$ cat src/inc/irq_ctrl_pkg.sv
// Purpose: constants for the vectored interrupt controller
// Assumes: AHB-Lite word registers, 200 MHz hclk
// Notes:   printed offsets F9 and FA are not word multiples, so they are indices
// Functional notes
// - Request zero comes from pin a edges as selected; vector bytes 0,1.
// - Request one comes only from falling edges of pin b; vector bytes 2,3.
// - Request two comes from timer input pin edges as selected; bytes 4,5.
// - Wide timer is request three, narrow timer four, low voltage five.
// - Simultaneous pending requests are resolved by a programmable priority encoder.
// - Priority register sits at index F9 and is write only.
// - A grant starts a cycle that disables interrupts and saves PC and flags.
// - The cycle fetches the vector byte and next byte as a 16-bit address.
// - Masked requests still latch; software polls the request register.
// - Comparator one feeds request two; comparator two feeds request zero.
// - Request register bits 7 and 6 select edges of requests two and zero.
// - Edge code 00 F/F, 01 F/R, 10 R/F, 11 both/both for two/zero.
// - Software can read the level of each edge-triggered request, comparators only as ANDed into zero and two.
package irq_ctrl_pkg;
    localparam int          NUM_REQ        = 6;
    localparam logic [7:0]  IDX_PRIORITY   = 8'hF9;
    localparam logic [7:0]  IDX_REQUEST    = 8'hFA;
    localparam logic [7:0]  IDX_MASK       = 8'hFB;
    localparam logic [7:0]  IDX_PIN_LEVEL  = 8'hFC;
    localparam logic [7:0]  IDX_STATUS     = 8'hFD;
    localparam logic [7:0]  IDX_IRQ_MASK   = 8'hFE;
    localparam logic [7:0]  IDX_VECTOR     = 8'hFF;
    localparam int          EDGE_SEL_TWO   = 7;
    localparam int          EDGE_SEL_ZERO  = 6;
    localparam logic [7:0]  PRIORITY_RESET = 8'h00;
    localparam logic [7:0]  REQUEST_RESET  = 8'h00;
    localparam logic [5:0]  MASK_RESET     = 6'h00;
    localparam logic [1:0]  STAT_GRANT     = 2'h0;
    localparam logic [1:0]  STAT_POLL      = 2'h1;
    localparam int          NUM_STAT       = 2;
    localparam logic [7:0]  VEC_STEP       = 8'h02;
endpackage

$ cat src/inc/vec_fetch_if.sv
`timescale 1ns/1ps
// Purpose: carries grant and vector fetch between the controller and its fetcher
// Assumes: single clock
// Notes:   start is a one-cycle pulse
interface vec_fetch_if;
    logic        start;
    logic [7:0]  vec_addr;
    logic        busy;
    logic        done;
    logic [15:0] handler;
    modport ctrl  (output start, output vec_addr, input busy, input done, input handler);
    modport fetch (input start, input vec_addr, output busy, output done, output handler);
endinterface

$ cat src/vec_fetch.sv
`timescale 1ns/1ps
// Purpose: interrupt machine cycle: save context, fetch two vector bytes
// Assumes: program memory answers one cycle after pm_rd
// Notes:   high byte is at the vector location, low byte at the next one
module vec_fetch
    import irq_ctrl_pkg::*;
(
    input  wire logic  hclk,
    input  wire logic  hresetn,
    vec_fetch_if.fetch vf,
    output logic       save_ctx,
    output logic       pm_rd,
    output logic [15:0] pm_addr,
    input  wire logic [7:0] pm_data
);
    typedef enum logic [3:0] {
        ST_IDLE = 4'b0001,
        ST_HI   = 4'b0010,
        ST_LO   = 4'b0100,
        ST_DONE = 4'b1000
    } fetch_state_t;

    fetch_state_t state_q;
    logic [7:0]   addr_q;
    logic [15:0]  handler_q;

    always_ff @(posedge hclk or negedge hresetn)
    begin
        if (!hresetn)
        begin
            state_q <= ST_IDLE;
            addr_q  <= 8'h00;
        end
        else
        begin
            case (state_q)
                ST_IDLE:
                begin
                    if (vf.start)
                    begin
                        state_q <= ST_HI;
                        addr_q  <= vf.vec_addr;
                    end
                end
                ST_HI:   state_q <= ST_LO;
                ST_LO:   state_q <= ST_DONE;
                ST_DONE: state_q <= ST_IDLE;
                default: state_q <= ST_IDLE;
            endcase
        end
    end

    always_ff @(posedge hclk or negedge hresetn)
    begin
        if (!hresetn)
            handler_q <= 16'h0000;
        else if (state_q == ST_LO)
            handler_q[15:8] <= pm_data;
        else if (state_q == ST_DONE)
            handler_q[7:0] <= pm_data;
    end

    assign save_ctx   = (state_q == ST_HI);
    assign pm_rd      = (state_q == ST_HI) || (state_q == ST_LO);
    assign pm_addr    = {8'h00, (state_q == ST_LO) ? addr_q + 8'h01 : addr_q};
    assign vf.busy    = (state_q != ST_IDLE);
    assign vf.done    = (state_q == ST_DONE);
    assign vf.handler = {handler_q[15:8], (state_q == ST_DONE) ? pm_data : handler_q[7:0]};

    // Fetch covers two consecutive bytes
    fetch_order_a: assert property (@(posedge hclk) disable iff (!hresetn)
        (state_q == ST_HI) |=> pm_rd && pm_addr[7:0] == $past(addr_q) + 8'h01)
        else $error("second vector byte not fetched");
endmodule

$ cat src/irq_ctrl.sv
// The AHB-Lite slave port was decided locally.
`timescale 1ns/1ps
// Purpose: six-source vectored interrupt controller with AHB-Lite registers
// Assumes: pins asynchronous, timers and detector on hclk
// Notes:   one request serviced at a time; ie_set re-enables after the handler
module irq_ctrl
    import irq_ctrl_pkg::*;
(
    input  wire logic        hclk,
    input  wire logic        hresetn,
    input  wire logic        hsel,
    input  wire logic [31:0] haddr,
    input  wire logic [1:0]  htrans,
    input  wire logic        hwrite,
    input  wire logic [2:0]  hsize,
    input  wire logic [31:0] hwdata,
    input  wire logic        hready,
    output logic      [31:0] hrdata,
    output logic             hreadyout,
    output logic             hresp,
    input  wire logic        edge_pin_a,
    input  wire logic        edge_pin_b,
    input  wire logic        timer_input_pin,
    input  wire logic        comparator_one,
    input  wire logic        comparator_two,
    input  wire logic        wide_timer,
    input  wire logic        narrow_timer,
    input  wire logic        low_voltage_detect,
    input  wire logic        ie_set,
    output logic             int_enabled,
    output logic             save_ctx,
    output logic             pm_rd,
    output logic      [15:0] pm_addr,
    input  wire logic [7:0]  pm_data,
    output logic             branch,
    output logic      [15:0] handler_addr,
    output logic             irq
);
    vec_fetch_if vf();

    logic [4:0]  sync1_q;
    logic [4:0]  sync2_q;
    logic [4:0]  prev_q;
    logic [7:0]  priority_q;
    logic [7:0]  request_q;
    logic [5:0]  req_q;
    logic [1:0]  edge_sel_q;
    logic [5:0]  mask_q;
    logic [NUM_STAT-1:0] status_q;
    logic [NUM_STAT-1:0] irq_mask_q;
    logic        ie_q;
    logic [5:0]  set_req;
    logic        src_a;
    logic        src_b;
    logic        src_t;
    logic        rise_a;
    logic        fall_a;
    logic        rise_t;
    logic        fall_t;
    logic        fall_b;
    logic [5:0]  pend;
    logic [2:0]  grant_idx;
    logic        grant;
    logic [5:0]  grant_clr;
    logic [7:0]  vec_q;
    logic [15:0] handler_q;
    logic        branch_q;
    logic        ap_valid;
    logic        wr_pend_q;
    logic [7:0]  wr_idx_q;
    logic [7:0]  ap_idx;
    logic        wr_en;
    logic [7:0]  wd;
    logic [7:0]  rd_d;
    logic [31:0] hrdata_q;

    // Pins pass two flops; bit order pin_a, pin_b, tin, cmp1, cmp2
    always_ff @(posedge hclk or negedge hresetn)
    begin
        if (!hresetn)
        begin
            sync1_q <= 5'h1F;
            sync2_q <= 5'h1F;
            prev_q  <= 5'h1F;
        end
        else
        begin
            sync1_q <= {comparator_two, comparator_one, timer_input_pin, edge_pin_b, edge_pin_a};
            sync2_q <= sync1_q;
            prev_q  <= {sync2_q[4], sync2_q[3], src_t, sync2_q[1], src_a};
        end
    end

    // comparators merged into requests two and zero
    assign src_a  = sync2_q[0] & sync2_q[4];
    assign src_t  = sync2_q[2] & sync2_q[3];
    assign src_b  = sync2_q[1];
    assign rise_a = src_a & ~prev_q[0];
    assign fall_a = ~src_a & prev_q[0];
    assign rise_t = src_t & ~prev_q[2];
    assign fall_t = ~src_t & prev_q[2];
    assign fall_b = ~src_b & prev_q[1];

    // Each request latch and the edge select bits have their own driver
    assign request_q = {edge_sel_q, req_q};

    always_comb
    begin
        set_req = 6'h00;
        case (request_q[EDGE_SEL_TWO:EDGE_SEL_ZERO])
            2'b00:
            begin
                set_req[0] = fall_a;
                set_req[2] = fall_t;
            end
            2'b01:
            begin
                set_req[0] = rise_a;
                set_req[2] = fall_t;
            end
            2'b10:
            begin
                set_req[0] = fall_a;
                set_req[2] = rise_t;
            end
            default:
            begin
                set_req[0] = rise_a | fall_a;
                set_req[2] = rise_t | fall_t;
            end
        endcase
        set_req[1] = fall_b;
        set_req[3] = wide_timer;
        set_req[4] = narrow_timer;
        set_req[5] = low_voltage_detect;
    end

    // AHB-Lite slave: writes land one cycle after the address phase
    assign ap_valid  = hsel && hready && htrans[1];
    assign ap_idx    = haddr[9:2];
    assign wr_en     = wr_pend_q;
    assign wd        = hwdata[7:0];
    assign hreadyout = 1'b1;
    assign hresp     = 1'b0;
    assign hrdata    = hrdata_q;

    always_ff @(posedge hclk or negedge hresetn)
    begin
        if (!hresetn)
        begin
            wr_pend_q <= 1'b0;
            wr_idx_q  <= 8'h00;
        end
        else
        begin
            wr_pend_q <= ap_valid && hwrite;
            wr_idx_q  <= ap_idx;
        end
    end

    // priority is write only; pin levels readable
    always_comb
    begin
        case (ap_idx)
            IDX_REQUEST:   rd_d = request_q;
            IDX_MASK:      rd_d = {2'b00, mask_q};
            IDX_PIN_LEVEL: rd_d = {5'b00000, src_t, src_b, src_a};
            IDX_STATUS:    rd_d = {6'h00, status_q};
            IDX_IRQ_MASK:  rd_d = {6'h00, irq_mask_q};
            IDX_VECTOR:    rd_d = vec_q;
            default:       rd_d = 8'h00;
        endcase
    end

    always_ff @(posedge hclk or negedge hresetn)
    begin
        if (!hresetn)
            hrdata_q <= 32'h0000_0000;
        else if (ap_valid && !hwrite)
            hrdata_q <= {24'h000000, rd_d};
    end

    always_ff @(posedge hclk or negedge hresetn)
    begin
        if (!hresetn)
            priority_q <= PRIORITY_RESET;
        else if (wr_en && wr_idx_q == IDX_PRIORITY)
            priority_q <= wd;
    end

    always_ff @(posedge hclk or negedge hresetn)
    begin
        if (!hresetn)
            mask_q <= MASK_RESET;
        else if (wr_en && wr_idx_q == IDX_MASK)
            mask_q <= wd[5:0];
    end

    // latch regardless of mask; set beats clear
    generate
        for (genvar i = 0; i < NUM_REQ; i++)
        begin : g_req
            always_ff @(posedge hclk or negedge hresetn)
            begin
                if (!hresetn)
                    req_q[i] <= 1'b0;
                else if (set_req[i])
                    req_q[i] <= 1'b1;
                else if (grant_clr[i])
                    req_q[i] <= 1'b0;
                else if (wr_en && wr_idx_q == IDX_REQUEST)
                    req_q[i] <= wd[i];
            end
        end
    endgenerate

    always_ff @(posedge hclk or negedge hresetn)
    begin
        if (!hresetn)
            edge_sel_q <= REQUEST_RESET[7:6];
        else if (wr_en && wr_idx_q == IDX_REQUEST)
            edge_sel_q <= wd[7:6];
    end

    // priority encoder: rotate start by priority_q[2:0], request priority_q[2:0] mod 6 first
    assign pend = request_q[5:0] & mask_q;
    always_comb
    begin
        logic [2:0] k;
        logic       found;
        k         = 3'd0;
        found     = 1'b0;
        grant_idx = 3'd0;
        for (int n = 0; n < NUM_REQ; n++)
        begin
            k = 3'((32'(priority_q[2:0]) + n) % NUM_REQ);
            if (!found && pend[k])
            begin
                grant_idx = k;
                found     = 1'b1;
            end
        end
    end

    assign grant     = ie_q && (pend != 6'h00) && !vf.busy;
    assign grant_clr = grant ? 6'(6'h01 << grant_idx) : 6'h00;
    assign vf.start  = grant;
    assign vf.vec_addr = 8'(grant_idx) * VEC_STEP;

    always_ff @(posedge hclk or negedge hresetn)
    begin
        if (!hresetn)
            ie_q <= 1'b1;
        else if (grant)
            ie_q <= 1'b0;
        else if (ie_set && !vf.busy)
            ie_q <= 1'b1;
    end

    always_ff @(posedge hclk or negedge hresetn)
    begin
        if (!hresetn)
        begin
            vec_q     <= 8'h00;
            handler_q <= 16'h0000;
            branch_q  <= 1'b0;
        end
        else
        begin
            if (grant)
                vec_q <= vf.vec_addr;
            if (vf.done)
                handler_q <= vf.handler;
            branch_q <= vf.done;
        end
    end

    vec_fetch u_fetch (
        .hclk     (hclk),
        .hresetn  (hresetn),
        .vf       (vf),
        .save_ctx (save_ctx),
        .pm_rd    (pm_rd),
        .pm_addr  (pm_addr),
        .pm_data  (pm_data)
    );

    // Sticky events: grant and polled-only pending, write one to clear
    always_ff @(posedge hclk or negedge hresetn)
    begin
        if (!hresetn)
            status_q <= '0;
        else
        begin
            for (int s = 0; s < NUM_STAT; s++)
            begin
                if ((s == STAT_GRANT && grant) || (s == STAT_POLL && |(set_req & ~mask_q)))
                    status_q[s] <= 1'b1;
                else if (wr_en && wr_idx_q == IDX_STATUS && wd[s])
                    status_q[s] <= 1'b0;
            end
        end
    end

    always_ff @(posedge hclk or negedge hresetn)
    begin
        if (!hresetn)
            irq_mask_q <= '0;
        else if (wr_en && wr_idx_q == IDX_IRQ_MASK)
            irq_mask_q <= wd[NUM_STAT-1:0];
    end

    assign irq          = |(status_q & irq_mask_q);
    assign int_enabled  = ie_q;
    assign branch       = branch_q;
    assign handler_addr = handler_q;

    // Grant clears the latch and disables interrupts
    grant_clears_a: assert property (@(posedge hclk) disable iff (!hresetn)
        grant && !set_req[grant_idx] |=> !request_q[$past(grant_idx)] && !ie_q)
        else $error("grant did not clear request");
    // context saved one cycle after grant
    grant_save_a: assert property (@(posedge hclk) disable iff (!hresetn)
        grant |=> save_ctx ##3 branch)
        else $error("interrupt cycle sequence wrong");
    // vector address is twice the source
    vector_addr_a: assert property (@(posedge hclk) disable iff (!hresetn)
        grant |-> vf.vec_addr == {4'h0, grant_idx, 1'b0})
        else $error("wrong vector location");
    pin_b_fall_a: assert property (@(posedge hclk) disable iff (!hresetn)
        $rose(src_b) && !request_q[1] |=> !request_q[1])
        else $error("rising edge set request one");
    masked_latch_a: assert property (@(posedge hclk) disable iff (!hresetn)
        set_req[4] && !mask_q[4] |=> request_q[4])
        else $error("masked request not latched");
    enc_masked_a: assert property (@(posedge hclk) disable iff (!hresetn)
        grant |-> mask_q[grant_idx] && request_q[grant_idx])
        else $error("grant of idle request");
    both_edges_a: assert property (@(posedge hclk) disable iff (!hresetn)
        request_q[7:6] == 2'b11 && (rise_a || fall_a) |=> request_q[0])
        else $error("edge on request zero missed");
    lvd_map_a: assert property (@(posedge hclk) disable iff (!hresetn)
        low_voltage_detect |=> request_q[5])
        else $error("low voltage request lost");
endmodule

$ cat config.mk
export PLATFORM = sky130hd
export DESIGN_NAME = irq_ctrl
export DESIGN_NICKNAME = d
export VERILOG_FILES = /design/src/inc/irq_ctrl_pkg.sv /design/src/inc/vec_fetch_if.sv /design/src/vec_fetch.sv /design/src/irq_ctrl.sv
export SDC_FILE = /design/constraint.sdc
export NUM_CORES = 1
export LEC_CHECK = 0
export ABC_AREA = 1
export BUFFER_PORTS_ARGS = -buffer_cell sky130_fd_sc_hd__buf_2
export CELL_PAD_IN_SITES_DETAIL_PLACEMENT = 1
export CELL_PAD_IN_SITES_GLOBAL_PLACEMENT = 1
export CORE_MARGIN = 1.5
export CORE_UTILIZATION = 39
export DETAILED_ROUTE_END_ITERATION = 7
export PLACE_DENSITY_LB_ADDON = 0.1
export SYNTH_ARGS = -nofsm -noshare
export SYNTH_HDL_FRONTEND = slang
export SYNTH_HIERARCHICAL = 1
export SYNTH_SLANG_ARGS = --single-unit
$ cat constraint.sdc
create_clock -name hclk -period 3 [get_ports hclk]
set_clock_uncertainty 0.05 [all_clocks]
set_input_delay 0.15 -clock hclk [delete_from_list [all_inputs] [get_ports hclk]]
set_output_delay 0.15 -clock hclk [all_outputs]
set_load 0.02 [all_outputs]
==> results of run 1 <==
cells by family after synthesis:
family / after synthesis / share of synthesized area (%)
buffers and inverters: 144 / 13.0
XOR/XNOR: 5 / 0.763
adder cells (fa/ha/maj): 15 / 3.27
flip-flops: 100 / 44.0
AND/OR/NAND/NOR: 312 / 26.5
other: 3 / 0.196
multiplexers: 17 / 3.32
AO/OA/AOI/OAI: 87 / 8.97
worst max-delay path, delay by kind of cell, from the launching register on:
| family | cells | cell delay [ns] |
|---|---|---|
| AND/OR/NAND/NOR | 14 | 1.41 |
| adder cells (fa/ha/maj) | 2 | 0.47 |
| flip-flops | 1 | 0.41 |
| buffers and inverters | 4 | 0.31 |
| AO/OA/AOI/OAI | 1 | 0.21 |
registers in the layout, indices dropped and copies added (netlist names):
name,count
prev_q,3
u_fetch/addr_q,8
sync2_q,5
irq_mask_q,2
branch,1
wr_en,1
hrdata,8
sync1_q,5
u_fetch/state_q,4
mask_q,6
wr_idx_q,8
status_q,2
int_enabled,1
edge_sel_q,2
u_fetch/handler_q,16
handler_addr,16
priority_q,3
vec_q,3
req_q,6
cell usage in the layout (no fill, tap or decap), types with 3 or more instances in the layout:
cell type | Yosys | layout
clkinv_4 | 0 | 3
conb_1 | 3 | 39
ha_1 | 15 | 9
xor2_1 | 5 | 5
inv_1 | 85 | 81
nand3_4 | 4 | 9
nand4_1 | 14 | 14
nor3_1 | 8 | 7
buf_2 | 0 | 74
o21ai_2 | 8 | 8
nor2_1 | 26 | 23
nor2_2 | 6 | 5
nor2_4 | 2 | 6
buf_4 | 43 | 37
ha_4 | 0 | 3
dlygate4sd3_1 | 0 | 18
dfstp_2 | 15 | 15
nand3_1 | 48 | 37
nand2_1 | 173 | 158
nand2_4 | 8 | 10
o21ai_1 | 3 | 3
clkbuf_16 | 0 | 9
ha_2 | 0 | 3
o22ai_1 | 3 | 3
inv_2 | 4 | 7
nor4_1 | 4 | 4
nand3_2 | 3 | 9
nand2_2 | 11 | 24
o21ai_0 | 54 | 54
mux2_2 | 16 | 16
a21oi_1 | 7 | 7
dfrtp_1 | 85 | 83
worst paths after layout:
| kind | start | end | slack (ns) | depth (start not counted) |
|---|---|---|---|---|
| worst min-delay path | hready | wr_en | 0.01 | 3 |
| worst min register to register | sync1_q[2] | sync2_q[2] | 0.31 | 0 |
| worst max register to register | priority_q[2] | req_q[1] | 0.03 | 21 |
| min in group asynchronous | hresetn | u_fetch/addr_q[4] | 0.39 | 2 |
| worst max-delay path | priority_q[2] | req_q[1] | 0.03 | 21 |
| max in group asynchronous | hresetn | prev_q[1] | 1.62 | 3 |
power by group through the flow:
stage	clock network, W	logic [W]	registers (W)
after global placement	0	0.00129	0.00180
final	0.00128	0.00145	0.00179
after floorplan	0	0.000957	0.00185
after global routing	0.00136	0.00161	0.00182
after CTS	0.00131	0.00142	0.00179
after detailed placement	0	0.00135	0.00181
cell type report:
| type | count | area, um2 | share of cell area [%] |
|---|---|---|---|
| Inverter | 90 | 340 | 4.79 |
| Tap cell | 184 | 230 | 3.24 |
| Clock inverter | 7 | 106 | 1.50 |
| Sequential cell | 100 | 2520 | 35.5 |
| Multi-Input combinational cell | 475 | 2830 | 39.8 |
| Clock buffer | 9 | 225 | 3.17 |
| Timing Repair Buffer | 131 | 851 | 12.0 |
metrics by stage:
| step | area, um2 | hold slack, ns |
|---|---|---|
| after global placement | 6250 | 0.205 |
| after floorplan | 5870 | -0.196 |
| final | 7100 | 0.0125 |
| after CTS | 6910 | 0.00182 |
| after detailed placement | 6250 | 0.207 |
| after global routing | 7100 | 0.0214 |
metal layers:
metal	GRT usage (%)	share of wire [%]	wire length, um
met1	23.8	45	6690
met2	35.3	51	7620
met3	2.32	2.1	314
met4	5.34	1.4	208
met5	0	0	0
repair_timing:
action / in CTS / in global routing
cloned: 0 / 0
pin swaps: 10 / 21
setup buffers: 7 / 8
endpoints found under the setup margin: 7 / 12
hold endpoints to repair: 64 / 0
hold buffers: 18 / 0
gates resized for setup: 25 / 34
==> impl_metrics.json, run 1 <==
{
  "io_buffers": 75,
  "cp-end-kind": "flip-flop",
  "fp-row-count": 44,
  "setup_viol": 0,
  "die_h_um": 124,
  "max_stage_delay_ns": 0.41,
  "cap_viol_max_count": 0,
  "area_growth_pct": 23.9,
  "clk_latency_ns": 0.34,
  "nFillCells": 1763,
  "synth_area_leaders": "dfrtp_1 (37%), nand2_1 (11%), dfstp_2 (6.9%), buf_4 (5.6%), inv_1 (5.6%)",
  "synth_edf_count": 0,
  "combPwrFrac_pct": 32.1,
  "initialDrtViolationCount": 157,
  "die_x_um": 124,
  "final_nets": 913,
  "cts_buffers": 9,
  "yosysMostFrequentCell": "nand2_1",
  "cts_tree": "done",
  "rsz0062_at_grt": "yes",
  "synth_cells": 683,
  "synth_warnings": 6,
  "wl_um": 14800,
  "antenna_found_initial": 0,
  "setup.worst_path.class": "reg2reg",
  "crit_path_frequent_cell": "nand2_1",
  "avgSynthCellArea_um2": 8.40,
  "critPathLaunchType": "flip-flop",
  "synth_seq_cells": 100,
  "synthTopCellsByCount": "nand2_1 (173), dfrtp_1 (85), inv_1 (85)",
  "pre_cts_ws_ns": -0.0677,
  "powerDensity_mw_per_mm2": 635,
  "initial_core_util_pct": 39.8,
  "io_pins": 162,
  "hold_viol_final": 0,
  "fmax_ghz": 0.337,
  "clockRootBuffer": "clkbuf_16",
  "ant_nets": 0,
  "route.detailed.drc": 0,
  "cp_slowest_cell": "dfrtp_2",
  "netSwitchingPower_w": 0.00163,
  "synthArstFlopShare_pct": 100,
  "drtPass1Iterations": 5,
  "synth.top_cell.area_share_pct": 37.1,
  "core_mm2": 0.0144,
  "grt_pass1_vias": 5193,
  "drive_gt1_share_pct": 31.3,
  "hpwl_um": 10900,
  "synth_area_mm2": 0.00574,
  "gp_congestion": 0.788,
  "period_share_pct": 98.9,
  "crit_required_ns": 3.18,
  "seq_power_share_pct": 39.6,
  "tightest_slew_ns": 0.819,
  "slew_viol_final": 0,
  "grt_first_pass_wirelength_um": 24600,
  "clock_path_buffers": 2,
  "status": "finished, final reports clean",
  "grt-ovfl-total": 0,
  "fin_ws_ns": 0.0323,
  "synth_cell_type_count": 43,
  "grt_use_total_pct": 19.3,
  "clkTransAtPathRegs_ns": 0.07,
  "power.internal_w": 0.00288,
  "p_sw_share_pct": 36.2,
  "fin_total_pwr_w": 0.00451,
  "hold_class": "in2reg",
  "vias": 4861,
  "vdd_drop_max_v": 0.000378,
  "grt_max_degree": 64,
  "leakage_nw": 3.72,
  "antenna_cells": 0,
  "yosys_most_used_dff": "dfrtp_1",
  "clock_power_share_pct": 28.3,
  "htree_levels": 3,
  "fp.dieArea_mm2": 0.0154,
  "crit_fanout": 4,
  "wl_per_cell_um": 14.9,
  "fin_util_pct": 49.3,
  "dp_cells": 948,
  "crit_chain": "buf_6, inv_2, ha_2, a21oi_2, inv_2, ha_1, nand3b_1, nand2_2, nand3_1, nand2_1, inv_1, nand2_1, nand2_1, nor2_4, nand2_2, nand3_2, nand2_4, nor2_4, nand2_2, nand2_1, nand2_1",
  "synth_area_leader_cell": "dfrtp_1",
  "clock-sinks": 100,
  "slew_headroom_pct": 45.4,
  "ys_seq_area_share_pct": 44.0,
  "final_cells": 996,
  "worstPathArrival_ns": 3.14,
  "setup_tns_ns": 0,
  "period_needed_ns": 2.97,
  "drt-vias-per-instance": 4.88
}
Power figures use the tool's default switching activity.
==> run 2: changes to the inputs <==
GPL_ROUTABILITY_DRIVEN = 0   (was not set)
clock period = 3.25 ns   (was 3 ns; I/O delays follow)
==> impl_metrics.json, run 2 (synthesized netlist as in run 1, its figures left out) <==
{
  "status": "finished, final reports clean",
  "wl_um": 13900,
  "rsz0062_at_grt": "no",
  "reg2regPathDepth": 21,
  "die_x_um": 124,
  "io_buffers": 75,
  "grt_use_total_pct": 18.9,
  "rrSetupSlack_ns": 0.28,
  "clk_latency_ns": 0.34,
  "grt_pass1_vias": 5067,
  "grt-ovfl-total": 0,
  "htree_levels": 3,
  "cap_viol_max_count": 0,
  "hold_class": "in2reg",
  "wl_per_cell_um": 14.4,
  "leakage_nw": 3.55,
  "cts_buffers": 9,
  "clock-sinks": 100,
  "hold_depth": 3,
  "die_h_um": 124,
  "area_growth_pct": 16.0,
  "drtPass1Iterations": 4,
  "holdCritStartpoint": "wide_timer",
  "crit_required_ns": 3.43,
  "ant_nets": 0,
  "antenna_cells": 0,
  "initialDrtViolationCount": 230,
  "worstHoldEndpoint": "req_q[3]",
  "hpwl_um": 10600,
  "clockRootBuffer": "clkbuf_16",
  "clock_path_buffers": 2,
  "period_share_pct": 91.3,
  "antenna_found_initial": 0,
  "cts_tree": "done",
  "core_mm2": 0.0144,
  "setup_tns_ns": 0,
  "clkTransAtPathRegs_ns": 0.07,
  "fp-row-count": 44,
  "final_nets": 886,
  "drive_gt1_share_pct": 24.5,
  "slew_viol_final": 0,
  "grt_max_degree": 53,
  "slew_headroom_pct": 53.8,
  "vdd_drop_max_v": 0.000423,
  "drt-vias-per-instance": 4.83,
  "setup.worst_path.class": "reg2reg",
  "io_pins": 162,
  "dp_cells": 936,
  "cp-end-kind": "flip-flop",
  "vias": 4678,
  "period_needed_ns": 2.97,
  "worstSetupStartpoint": "priority_q[1]",
  "fmax_ghz": 0.337,
  "tightest_slew_ns": 0.692,
  "setup_viol": 0,
  "layout_common_cells": "nand2_1 (172), inv_1 (85), dfrtp_1 (82)",
  "nFillCells": 1749,
  "grt_first_pass_wirelength_um": 24100,
  "r2r_end": "req_q[0]",
  "final_cells": 969,
  "final_common_cell": "nand2_1",
  "route.detailed.drc": 0,
  "critPathLaunchType": "flip-flop",
  "r2r-start": "priority_q[1]",
  "hold_viol_final": 0,
  "worstPathArrival_ns": 3.15,
  "powerDensity_mw_per_mm2": 595,
  "fp.dieArea_mm2": 0.0154,
  "initial_core_util_pct": 39.8,
  "crit_fanout": 8
}
run 2: cell count changes in the layout (fill, tap and decap cells not counted), moves of 4 or more:
| cell | delta |
|---|---|
| inv_1 | +4 |
| nand3_1 | +10 |
| nand2_1 | +14 |
| nand3_4 | -5 |
| nand2_2 | -12 |
| nand3_2 | -5 |
| inv_2 | -4 |
| buf_4 | -24 |
| ha_1 | +5 |
run 2: cell type report:
cell class	count	area [um2]	share of cell area (%)
multi-input cells	475	2620	39.3
flip-flops and latches	100	2520	37.9
repair buffers	104	638	9.59
inverters	90	343	5.15
clock buffers	10	239	3.59
well taps	184	230	3.46
clock inverters	6	61.3	0.921
run 2: worst max-delay path by stage:
stage	to	slack, ns	cells past startpoint
detailed placement	req_q[5]	0.19	24
finish	req_q[0]	0.28	21
global route	req_q[0]	0.007	24
CTS	req_q[0]	0.16	22
global placement	req_q[0]	0.30	22
floorplan	req_q[2]	0.50	21
run 2: repair_timing:
item / in CTS / in global routing
setup endpoints to repair: 0 / 6
resized for setup: 0 / 9
endpoints found under the hold margin: 64 / 0
setup buffers: 0 / 0
hold buffers: 17 / 0
run 2: metal layers:
layer | wire length [um] | GRT usage (%)
met3 | 400 | 3.22
met1 | 6350 | 24.2
met4 | 173 | 4.46
met2 | 6990 | 33.2
met5 | 0 | 0
run 2: report_power, final:
group | internal [W] | switching, W | leakage (nW)
clock | 0.000617 | 0.000470 | 0.149
combinational | 0.000421 | 0.000806 | 2.26
sequential | 0.00150 | 0.000147 | 1.14
total | 0.00253 | 0.00142 | 3.55
run 2: stage by stage:
stage / util (%) / setup WS [ns] / power [W] / cell area (um2) / hold WS, ns
2_1_floorplan: - / 0.502 / 0.00259 / 5870 / -0.183
3_3_place_gp: 42.7 / 0.298 / 0.00283 / 6160 / 0.189
3_5_place_dp: 42.7 / 0.189 / 0.00288 / 6160 / 0.202
4_1_cts: 46.0 / 0.158 / 0.00399 / 6630 / 0.00378
5_1_grt: 46.1 / 0.00655 / 0.00423 / 6650 / 0.0238
6_report: 46.1 / 0.284 / 0.00396 / 6650 / 0.0148
run 2: worst max-delay path, stage by stage, from the launching register on:
cell     delay [ns]
dfrtp_2        0.41
inv_1          0.09
ha_1           0.23
a21oi_2        0.16
inv_1          0.08
ha_1           0.29
nor2_1         0.12
nand3_1        0.07
nand2_1        0.09
nand3_1        0.11
nand2_2        0.11
nand2_1        0.06
nand3_1        0.10
nand2_2        0.09
inv_2          0.11
nor2_8         0.05
nand3_1        0.10
nand3_2        0.13
nor2_1         0.16
nand2_1        0.11
nand2_1        0.09
nand2_1        0.05
